$ cat config.mk
export PLATFORM = sky130hd
export DESIGN_NAME = period_match_timer_8bit
export DESIGN_NICKNAME = d
export VERILOG_FILES = /design/src/period_match_timer_pkg.sv /design/src/timer_prescaler.sv /design/src/timer_postscaler.sv /design/src/period_match_timer_8bit.sv
export SDC_FILE = /design/constraint.sdc
export NUM_CORES = 1
export LEC_CHECK = 0
export BUFFER_PORTS_ARGS = -buffer_cell sky130_fd_sc_hd__buf_2
export CAP_MARGIN = 20
export CORE_MARGIN = 3
export CORE_UTILIZATION = 52
export DETAILED_ROUTE_END_ITERATION = 10
export PLACE_DENSITY = 0.8
export SKIP_CTS_REPAIR_TIMING = 1
export SYNTH_ARGS = -nofsm -noshare
export SYNTH_HDL_FRONTEND = slang
export SYNTH_HIERARCHICAL = 1
export SYNTH_SLANG_ARGS = --single-unit
$ cat constraint.sdc
create_clock -name clk_sys_i -period 3.5 [get_ports clk_sys_i]
set_input_delay 0.35 -clock clk_sys_i [delete_from_list [all_inputs] [get_ports clk_sys_i]]
set_output_delay 0.35 -clock clk_sys_i [all_outputs]
set_load 0.02 [all_outputs]
$ cat src/period_match_timer_pkg.sv
// Constants, field layouts and helpers of the period-match timer
package period_match_timer_pkg;

  // ****************************************
  // Bus geometry and register offsets
  // ****************************************
  localparam int          ADDR_W          = 5;
  localparam int          DATA_W          = 32;
  localparam logic [4:0]  OFS_CONTROL     = 5'h00;
  localparam logic [4:0]  OFS_COUNT       = 5'h04;
  localparam logic [4:0]  OFS_PERIOD      = 5'h08;
  localparam logic [4:0]  OFS_FLAG        = 5'h0C;
  localparam logic [4:0]  OFS_ENABLE      = 5'h10;
  localparam logic [1:0]  RESP_OKAY       = 2'h0;
  localparam logic [1:0]  RESP_SLVERR     = 2'h2;

  // ****************************************
  // Field positions and masks
  // ****************************************
  localparam int          PRE_LSB         = 0;
  localparam int          ON_BIT          = 2;
  localparam int          POST_LSB        = 3;
  localparam logic [7:0]  CONTROL_MASK    = 8'h7F;
  localparam int          FLAG_BIT        = 1;
  localparam int          ENABLE_BIT      = 1;

  // ****************************************
  // Reset values
  // ****************************************
  localparam logic [7:0]  RST_CONTROL     = 8'h00;
  localparam logic [7:0]  RST_COUNT       = 8'h00;
  localparam logic [7:0]  RST_PERIOD      = 8'hFF;

  // ****************************************
  // Prescaler terminal counts
  // ****************************************
  localparam logic [3:0]  PRE_LAST_1      = 4'h0;
  localparam logic [3:0]  PRE_LAST_4      = 4'h3;
  localparam logic [3:0]  PRE_LAST_16     = 4'hF;

  // Last prescaler count before a tick, per select code
  function automatic logic [3:0] pre_last(input logic [1:0] sel);
    if (sel[1]) begin
      return PRE_LAST_16;
    end else if (sel[0]) begin
      return PRE_LAST_4;
    end
    return PRE_LAST_1;
  endfunction

endpackage

$ cat src/timer_prescaler.sv
// Clock prescaler of 1, 4 or 16 ahead of the period-match timer
`timescale 1ns/1ps
`default_nettype none
module timer_prescaler
  import period_match_timer_pkg::*;
(
  input  wire logic       clk_sys_i,
  input  wire logic       rst_n_i,
  input  wire logic       run_i,
  input  wire logic       clear_i,
  input  wire logic [1:0] sel_i,
  output logic            tick_o
);

  logic [3:0] cnt_r;
  logic [3:0] cnt_nxt;
  wire  [3:0] last_w = pre_last(sel_i);
  wire        end_w  = (cnt_r >= last_w);

  // Clear suppresses the tick so a control or count write never races a count
  assign tick_o  = run_i & ~clear_i & end_w;
  assign cnt_nxt = clear_i ? 4'h0 : ~run_i ? cnt_r : end_w ? 4'h0 : cnt_r + 4'h1;

  always_ff @(posedge clk_sys_i or negedge rst_n_i) begin
    if (!rst_n_i) begin
      cnt_r <= 4'h0;
    end else begin
      cnt_r <= cnt_nxt;
    end
  end
endmodule
`default_nettype wire

$ cat src/timer_postscaler.sv
// Four-bit match postscaler, 1:1 to 1:16
`timescale 1ns/1ps
`default_nettype none
module timer_postscaler
  import period_match_timer_pkg::*;
(
  input  wire logic       clk_sys_i,
  input  wire logic       rst_n_i,
  input  wire logic       match_i,
  input  wire logic       clear_i,
  input  wire logic [3:0] sel_i,
  output logic            event_o
);

  logic [3:0] cnt_r;
  logic [3:0] cnt_nxt;
  wire        end_w = (cnt_r >= sel_i);

  assign event_o = match_i & end_w;
  assign cnt_nxt = clear_i ? 4'h0 : ~match_i ? cnt_r : end_w ? 4'h0 : cnt_r + 4'h1;

  always_ff @(posedge clk_sys_i or negedge rst_n_i) begin
    if (!rst_n_i) begin
      cnt_r <= 4'h0;
    end else begin
      cnt_r <= cnt_nxt;
    end
  end
endmodule
`default_nettype wire

$ cat src/period_match_timer_8bit.sv
// Eight-bit period-match timer with AXI4-Lite register access
//
// Operation
// - While on, count rises from zero once per prescaled instruction-clock tick.
// - Prescale code 00 divides by 1, 01 by 4, 1x by 16.
// - Count is compared with period each tick; equality gives a match pulse.
// - After a match the count reloads zero, giving period plus one ticks.
// - Each match advances a four-bit postscaler that emits events.
// - Postscale field bits 6..3 holds matches per event minus one.
// - Each postscaler event sets a sticky match flag until software clears it.
// - Interrupt output only follows the flag while the enable bit is one.
// - Reset clears the count and sets the period to all ones.
// - Writes to count or control, and reset, clear both scaler counters.
// - Writing the control register leaves the count unchanged.
// - Control bit 2 runs the timer; zero stops it.
// - Count and period are readable and writable at any time.
// - Control bit 7 reads zero; implemented control bits reset to zero.
// - Match pulse is offered as a shift clock to the serial port.
// - Unscaled match pulse is the time base of capture/compare units.
//
// Implementation choices: the placing of the registers and the AXI4-Lite interface to the registers.
`timescale 1ns/1ps
`default_nettype none
module period_match_timer_8bit
  import period_match_timer_pkg::*;
(
  input  wire logic              clk_sys_i,
  input  wire logic              rst_n_i,
  input  wire logic [ADDR_W-1:0] s_axi_awaddr_i,
  input  wire logic [2:0]        s_axi_awprot_i,
  input  wire logic              s_axi_awvalid_i,
  output logic                   s_axi_awready_o,
  input  wire logic [DATA_W-1:0] s_axi_wdata_i,
  input  wire logic [3:0]        s_axi_wstrb_i,
  input  wire logic              s_axi_wvalid_i,
  output logic                   s_axi_wready_o,
  output logic [1:0]             s_axi_bresp_o,
  output logic                   s_axi_bvalid_o,
  input  wire logic              s_axi_bready_i,
  input  wire logic [ADDR_W-1:0] s_axi_araddr_i,
  input  wire logic [2:0]        s_axi_arprot_i,
  input  wire logic              s_axi_arvalid_i,
  output logic                   s_axi_arready_o,
  output logic [DATA_W-1:0]      s_axi_rdata_o,
  output logic [1:0]             s_axi_rresp_o,
  output logic                   s_axi_rvalid_o,
  input  wire logic              s_axi_rready_i,
  output logic                   pwm_timebase_o,
  output logic                   ssp_shift_clk_o,
  output logic                   match_irq_o
);

  // ****************************************
  // Address decode
  // ****************************************
  function automatic logic reg_hit(input logic [ADDR_W-1:0] a);
    return (a == OFS_CONTROL) || (a == OFS_COUNT) || (a == OFS_PERIOD) ||
           (a == OFS_FLAG) || (a == OFS_ENABLE);
  endfunction

  // ****************************************
  // Bus slave state
  // ****************************************
  logic              awready_r;
  logic              wready_r;
  logic              have_aw_r;
  logic              have_w_r;
  logic              bvalid_r;
  logic [1:0]        bresp_r;
  logic [ADDR_W-1:0] waddr_r;
  logic [7:0]        wbyte_r;
  logic              wlane_r;
  logic              arready_r;
  logic              rvalid_r;
  logic [1:0]        rresp_r;
  logic [DATA_W-1:0] rdata_r;

  // ****************************************
  // Timer state
  // ****************************************
  logic [7:0] control_r;
  logic [7:0] count_r;
  logic [7:0] count_nxt;
  logic [7:0] period_r;
  logic       flag_r;
  logic       flag_nxt;
  logic       enable_r;
  logic       match_r;
  logic       irq_r;
  logic       tick_w;
  logic       post_event_w;

  wire aw_hs = s_axi_awvalid_i & awready_r;
  wire w_hs  = s_axi_wvalid_i & wready_r;
  wire b_hs  = bvalid_r & s_axi_bready_i;
  wire ar_hs = s_axi_arvalid_i & arready_r;
  wire r_hs  = rvalid_r & s_axi_rready_i;

  // Write fires once both halves are held and no response is pending
  wire do_wr     = have_aw_r & have_w_r & ~bvalid_r;
  wire wr_lane   = do_wr & wlane_r;
  wire wr_ctrl   = wr_lane & (waddr_r == OFS_CONTROL);
  wire wr_count  = wr_lane & (waddr_r == OFS_COUNT);
  wire wr_period = wr_lane & (waddr_r == OFS_PERIOD);
  wire wr_flag   = wr_lane & (waddr_r == OFS_FLAG);
  wire wr_enable = wr_lane & (waddr_r == OFS_ENABLE);

  wire       timer_on     = control_r[ON_BIT];
  wire [1:0] prescale_sel = control_r[PRE_LSB +: 2];
  wire [3:0] postscale_sel = control_r[POST_LSB +: 4];
  wire       scaler_clear = wr_ctrl | wr_count;
  wire       match_now    = (count_r == period_r);
  wire       match_pulse  = tick_w & match_now;

  // ****************************************
  // Read data selection
  // ****************************************
  wire [7:0] rd_byte =
    (s_axi_araddr_i == OFS_CONTROL) ? (control_r & CONTROL_MASK) :
    (s_axi_araddr_i == OFS_COUNT)   ? count_r :
    (s_axi_araddr_i == OFS_PERIOD)  ? period_r :
    (s_axi_araddr_i == OFS_FLAG)    ? (8'h00 | {6'h00, flag_r, 1'b0}) :
    (s_axi_araddr_i == OFS_ENABLE)  ? {6'h00, enable_r, 1'b0} : 8'h00;

  // ****************************************
  // Counter datapath
  // ****************************************
  always_comb begin
    count_nxt = count_r;
    if (wr_count) begin
      count_nxt = wbyte_r;
    end else if (match_pulse) begin
      count_nxt = RST_COUNT;
    end else if (tick_w) begin
      count_nxt = count_r + 8'h01;
    end
  end

  // Hardware set wins over a software clear in the same cycle
  always_comb begin
    flag_nxt = flag_r;
    if (wr_flag) begin
      flag_nxt = wbyte_r[FLAG_BIT];
    end
    if (post_event_w) begin
      flag_nxt = 1'b1;
    end
  end

  timer_prescaler u_prescaler (
    .clk_sys_i (clk_sys_i),
    .rst_n_i   (rst_n_i),
    .run_i     (timer_on),
    .clear_i   (scaler_clear),
    .sel_i     (prescale_sel),
    .tick_o    (tick_w)
  );

  timer_postscaler u_postscaler (
    .clk_sys_i (clk_sys_i),
    .rst_n_i   (rst_n_i),
    .match_i   (match_pulse),
    .clear_i   (scaler_clear),
    .sel_i     (postscale_sel),
    .event_o   (post_event_w)
  );

  // ****************************************
  // Write channel
  // ****************************************
  always_ff @(posedge clk_sys_i or negedge rst_n_i) begin
    if (!rst_n_i) begin
      awready_r <= 1'b1;
      wready_r  <= 1'b1;
      have_aw_r <= 1'b0;
      have_w_r  <= 1'b0;
      waddr_r   <= '0;
      wbyte_r   <= 8'h00;
      wlane_r   <= 1'b0;
    end else begin
      if (aw_hs) begin
        awready_r <= 1'b0;
        have_aw_r <= 1'b1;
        waddr_r   <= s_axi_awaddr_i;
      end else if (do_wr) begin
        have_aw_r <= 1'b0;
      end else if (b_hs) begin
        awready_r <= 1'b1;
      end
      if (w_hs) begin
        wready_r <= 1'b0;
        have_w_r <= 1'b1;
        wbyte_r  <= s_axi_wdata_i[7:0];
        wlane_r  <= s_axi_wstrb_i[0];
      end else if (do_wr) begin
        have_w_r <= 1'b0;
      end else if (b_hs) begin
        wready_r <= 1'b1;
      end
    end
  end

  always_ff @(posedge clk_sys_i or negedge rst_n_i) begin
    if (!rst_n_i) begin
      bvalid_r <= 1'b0;
      bresp_r  <= RESP_OKAY;
    end else if (do_wr) begin
      bvalid_r <= 1'b1;
      bresp_r  <= reg_hit(waddr_r) ? RESP_OKAY : RESP_SLVERR;
    end else if (b_hs) begin
      bvalid_r <= 1'b0;
    end
  end

  // ****************************************
  // Read channel
  // ****************************************
  always_ff @(posedge clk_sys_i or negedge rst_n_i) begin
    if (!rst_n_i) begin
      arready_r <= 1'b1;
      rvalid_r  <= 1'b0;
      rresp_r   <= RESP_OKAY;
      rdata_r   <= '0;
    end else if (ar_hs) begin
      arready_r <= 1'b0;
      rvalid_r  <= 1'b1;
      rresp_r   <= reg_hit(s_axi_araddr_i) ? RESP_OKAY : RESP_SLVERR;
      rdata_r   <= {24'h000000, rd_byte};
    end else if (r_hs) begin
      arready_r <= 1'b1;
      rvalid_r  <= 1'b0;
    end
  end

  // ****************************************
  // Timer registers
  // ****************************************
  always_ff @(posedge clk_sys_i or negedge rst_n_i) begin
    if (!rst_n_i) begin
      control_r <= RST_CONTROL;
      count_r   <= RST_COUNT;
      period_r  <= RST_PERIOD;
      flag_r    <= 1'b0;
      enable_r  <= 1'b0;
      match_r   <= 1'b0;
      irq_r     <= 1'b0;
    end else begin
      if (wr_ctrl) begin
        control_r <= wbyte_r & CONTROL_MASK;
      end
      if (wr_period) begin
        period_r <= wbyte_r;
      end
      if (wr_enable) begin
        enable_r <= wbyte_r[ENABLE_BIT];
      end
      count_r <= count_nxt;
      flag_r  <= flag_nxt;
      match_r <= match_pulse;
      irq_r   <= flag_r & enable_r;
    end
  end

  // ****************************************
  // Outputs
  // ****************************************
  assign s_axi_awready_o = awready_r;
  assign s_axi_wready_o  = wready_r;
  assign s_axi_bvalid_o  = bvalid_r;
  assign s_axi_bresp_o   = bresp_r;
  assign s_axi_arready_o = arready_r;
  assign s_axi_rvalid_o  = rvalid_r;
  assign s_axi_rresp_o   = rresp_r;
  assign s_axi_rdata_o   = rdata_r;
  assign pwm_timebase_o  = match_r;
  assign ssp_shift_clk_o = match_r;
  assign match_irq_o     = irq_r;
endmodule
`default_nettype wire

==> impl_summary.md <==
Die
Pin placement for this block handled 103 I/O pins. The die is 89.9 µm tall. In this run the core area contains 29 standard-cell rows. The effective utilization at floorplan is 55.8%. The core area is 6570 µm². The die covers 8090 µm². The floorplan step set the die width to 89.9 µm.

Detailed routing
The average wire per cell in the routed design is 13.8 µm. The length of the first detailed-routing pass in iterations is 4. The routed via count divided by cell count is 5.28.

The DRC marker count from the first detailed-route iteration is 121. In the routed design, unresolved DRC markers number 0. The remaining antenna violation count after routing is 0. The detailed-route wire length is 6.70 mm.

The routed layout has 2,563 vias.

STA
On the final layout, the worst hold slack is 0.165 ns. The setup-violating endpoint count in the final report is 0. Derived from the worst setup path, the maximum achievable clock frequency is 309 MHz.

The clock period could shrink to 3.23 ns. The sum of negative setup slack is 0 ns. The remaining max-slew budget at the tightest pin is 34.4%. The worst path uses 92.3% of the clock period. Setup repair after global routing left no endpoint under its margin. The final clock skew is 0.00537 ns. Setup slack closes at 0.268 ns. The total count of max-transition violations in the final report is 0.

For the pin with the worst max-slew slack, the measured transition is 0.983 ns. The count of final hold-check violations was 0.

Yosys
The synthesized area per cell is 10.8 µm². The post-synthesis async set-or-reset flop share is 100%. After synthesis, flip-flops and latches occupy 45.5% of the total area. In this run the cell area of the synthesized design comes to 3660 µm².

The Yosys step of the flow raised 6 warnings. The prevailing post-synth register cell is sky130_fd_sc_hd__dfrtp_1. The gate count of the mapped netlist is 339. The synthesis-stage register bit count is 66.

Yosys mapped a number of flops with a built-in enable equal to 0. The proportion of netlist area held by the largest area contributor is 37.6%. The library cell with the largest summed area after synthesis is sky130_fd_sc_hd__dfrtp_1. After synthesis, the cell types taking the most area are sky130_fd_sc_hd__dfrtp_1 38%, sky130_fd_sc_hd__mux2_2 9.5%, sky130_fd_sc_hd__dfstp_2 7.9%. The count of different cell masters after synthesis is 45.

GRT
Entering global routing, the biggest net connects 46 pins. In the global route stage, overall resource usage came out at 17.4%. Global routing finished with a remaining overflow of 0. The number of global-route vias before repair is 2,429.

The first global-routing pass estimated 11.5 mm of wire. The number of antenna violations at the first check in global routing came to 0.

CTS
The root cell of the clock tree is sky130_fd_sc_hd__clkbuf_8. Clock-pin slew was measured on the worst setup and hold paths at 0.07 ns. The worst-skew pair later-pin latency is 0.34 ns. The total clock sinks is 66. The clock tree from TritonCTS is yes.

The deepest clock path buffer count is 2. The H-tree generated during clock tree synthesis spans 3 levels. The clock buffer count from CTS is 9.

Critical path
Across all register-to-register paths, the minimum setup slack is 0.27 ns. The type of the worst setup path is flop to flop. The beginning of the critical path is control_r[1]. In this run the worst path has a maximum fanout of 10. At the worst endpoint, the arrival time is 3.49 ns.

The terminus of the critical flop-to-flop path is u_postscaler/cnt_r[3]. The depth of the worst register-to-register path is 10. The data required time at the worst endpoint is 3.76 ns. STA classifies the critical path startpoint as a flop.

The origin of the critical flop-to-flop path is control_r[1]. The critical path ends at u_postscaler/cnt_r[3]. The category of the worst setup path capture point is a flop.

Hold path
The worst hold path belongs to the class primary input to flop.

Power and ir drop
The leakage power is 1.97 nW. Across the VDD grid, the largest voltage drop is 0.397 mV. The areal power density over the cells is 568 nW/µm². The total power is 2.31 mW.

Placement
The post-DP HPWL is 4.93 mm. The global placer's final weighted congestion is 0.782. Prior to clock tree synthesis, the placed netlist has a worst setup slack of 0.420 ns. The number of buffers inserted by port buffering is 43.

Layout
The synthesis-to-layout area growth is 11.1%. The diode insertion count for antenna repair is 0. The post-route netlist has 28.3% of its cells at a drive strength greater than 1. Fill cells in the final layout number 552. The total number of nets in the final design is 457.

Run status
The run finished with clean final reports.

Job
Across the run, the number of max-cap violations was 0.
==> stage by stage <==
step / area (µm²) / utilization, % / instances
3_5_place_dp: 3870 / 59.0 / 469
5_1_grt: 4070 / 62.0 / 485
2_1_floorplan: 3760 / - / 364
4_1_cts: 4070 / 62.0 / 485
6_report: 4070 / 62.0 / 485
3_3_place_gp: 3870 / 59.0 / 469
==> how the worst min path moves through the flow <==
stage,end,slack (ns),cells past startpoint,startpoint
2_1_floorplan,control_r[0],0.05,0,rst_n_i
3_3_place_gp,s_axi_rresp_o[1],0.45,1,s_axi_rresp_o[1]
3_5_place_dp,s_axi_rresp_o[1],0.46,1,s_axi_rresp_o[1]
4_1_cts,s_axi_arready_o,0.15,2,s_axi_arvalid_i
5_1_grt,s_axi_awready_o,0.16,2,s_axi_awvalid_i
6_report,s_axi_arready_o,0.17,2,s_axi_arvalid_i
==> synth_stat cells (3+ instances only) <==
cell / n
sky130_fd_sc_hd__dfrtp_1: 55
sky130_fd_sc_hd__mux2_2: 31
sky130_fd_sc_hd__buf_4: 27
sky130_fd_sc_hd__nand2_1: 23
sky130_fd_sc_hd__inv_1: 19
sky130_fd_sc_hd__o21ai_0: 16
sky130_fd_sc_hd__mux2i_1: 14
sky130_fd_sc_hd__nor2_1: 14
sky130_fd_sc_hd__a21oi_1: 13
sky130_fd_sc_hd__o211ai_1: 13
sky130_fd_sc_hd__dfstp_2: 11
sky130_fd_sc_hd__ha_1: 11
sky130_fd_sc_hd__nand2b_1: 9
sky130_fd_sc_hd__a22o_1: 8
sky130_fd_sc_hd__nand3_1: 8
sky130_fd_sc_hd__xor2_1: 7
sky130_fd_sc_hd__nor3b_1: 6
sky130_fd_sc_hd__clkbuf_1: 4
sky130_fd_sc_hd__nor2b_1: 4
sky130_fd_sc_hd__nor3_1: 4
sky130_fd_sc_hd__and2_1: 3
sky130_fd_sc_hd__and3_1: 3
sky130_fd_sc_hd__nand3b_1: 3
sky130_fd_sc_hd__nor4_1: 3
sky130_fd_sc_hd__o21a_1: 3
==> worst max-delay path, stage by stage, from the launching register on <==
cell and delay (ns):
sky130_fd_sc_hd__dfrtp_1 0.42, sky130_fd_sc_hd__or2_2 0.31, sky130_fd_sc_hd__ha_1 0.28, sky130_fd_sc_hd__nand2b_4 0.12, sky130_fd_sc_hd__a2111oi_4 0.09, sky130_fd_sc_hd__nor4b_1 0.56, sky130_fd_sc_hd__nand4_1 0.50, sky130_fd_sc_hd__inv_1 0.37
sky130_fd_sc_hd__nor3b_1 0.24, sky130_fd_sc_hd__o22ai_1 0.12, sky130_fd_sc_hd__a21oi_1 0.15
==> layer usage <==
| layer | GRT usage, % | up-vias | part of all wire (%) |
|---|---|---|---|
| met5 | 0 | - | 0 |
| met1 | 23.2 | 1216 | 46 |
| li1 | - | 1252 | - |
| met4 | 4.97 | 0 | 0.90 |
| met2 | 27.9 | 87 | 46 |
| met3 | 4.92 | 8 | 7.2 |
==> sequential cells by signal, summed over array words and instances (netlist names), 4 cells and up <==
register / cells
count_r: 8
s_axi_rdata_o: 8
wbyte_r: 8
control_r: 7
u_prescaler/cnt_r: 4
waddr_r: 5
u_postscaler/cnt_r: 4
period_r: 8
==> logic make-up after synthesis <==
family	Yosys count	share of synthesized area [%]
buffers and inverters	54	8.54
and+or+nand+nor	91	14.7
muxes	45	13.4
xor gates and xnor gates	8	1.91
other	1	0.102
DFF	66	45.5
adders and majority gates	11	3.76
AOI/OAI and AO/OA	63	12.2
==> layout make-up <==
class / count / area, µm² / share of cell area (%)
clock buffers: 14 / 163 / 4.00
clock inverters: 2 / 35.0 / 0.860
inverters: 20 / 75.1 / 1.84
multi-input cells: 244 / 1780 / 43.7
flip-flops and latches: 66 / 1670 / 40.9
well taps: 93 / 116 / 2.86
repair buffers: 46 / 238 / 5.84
==> power breakdown <==
part	switching (mW)	internal, mW	total, mW
Clock	0.272	0.368	0.640
Combinational	0.280	0.272	0.552
Sequential	0.175	0.945	1.12
==> cells in the final DEF (no fill, tap or decap), types with 3 or more instances in the layout <==
| master | n |
|---|---|
| sky130_fd_sc_hd__ha_1 | 11 |
| sky130_fd_sc_hd__inv_1 | 19 |
| sky130_fd_sc_hd__nand3b_1 | 3 |
| sky130_fd_sc_hd__a21oi_1 | 13 |
| sky130_fd_sc_hd__buf_4 | 3 |
| sky130_fd_sc_hd__nor3b_1 | 6 |
| sky130_fd_sc_hd__xor2_1 | 7 |
| sky130_fd_sc_hd__o21ai_0 | 16 |
| sky130_fd_sc_hd__clkbuf_8 | 11 |
| sky130_fd_sc_hd__o21a_1 | 3 |
| sky130_fd_sc_hd__nor3_1 | 4 |
| sky130_fd_sc_hd__and2_1 | 3 |
| sky130_fd_sc_hd__dfrtp_1 | 55 |
| sky130_fd_sc_hd__and3_1 | 3 |
| sky130_fd_sc_hd__dfstp_2 | 11 |
| sky130_fd_sc_hd__nor4_1 | 3 |
| sky130_fd_sc_hd__clkbuf_1 | 3 |
| sky130_fd_sc_hd__buf_2 | 43 |
| sky130_fd_sc_hd__conb_1 | 26 |
| sky130_fd_sc_hd__mux2i_1 | 14 |
| sky130_fd_sc_hd__nor2b_1 | 4 |
| sky130_fd_sc_hd__nor2_1 | 14 |
| sky130_fd_sc_hd__nand2_1 | 23 |
| sky130_fd_sc_hd__nand3_1 | 8 |
| sky130_fd_sc_hd__o211ai_1 | 13 |
| sky130_fd_sc_hd__nand2b_1 | 9 |
| sky130_fd_sc_hd__a22o_1 | 8 |
| sky130_fd_sc_hd__mux2_2 | 31 |
No activity file was read; power rests on OpenSTA's default activity.
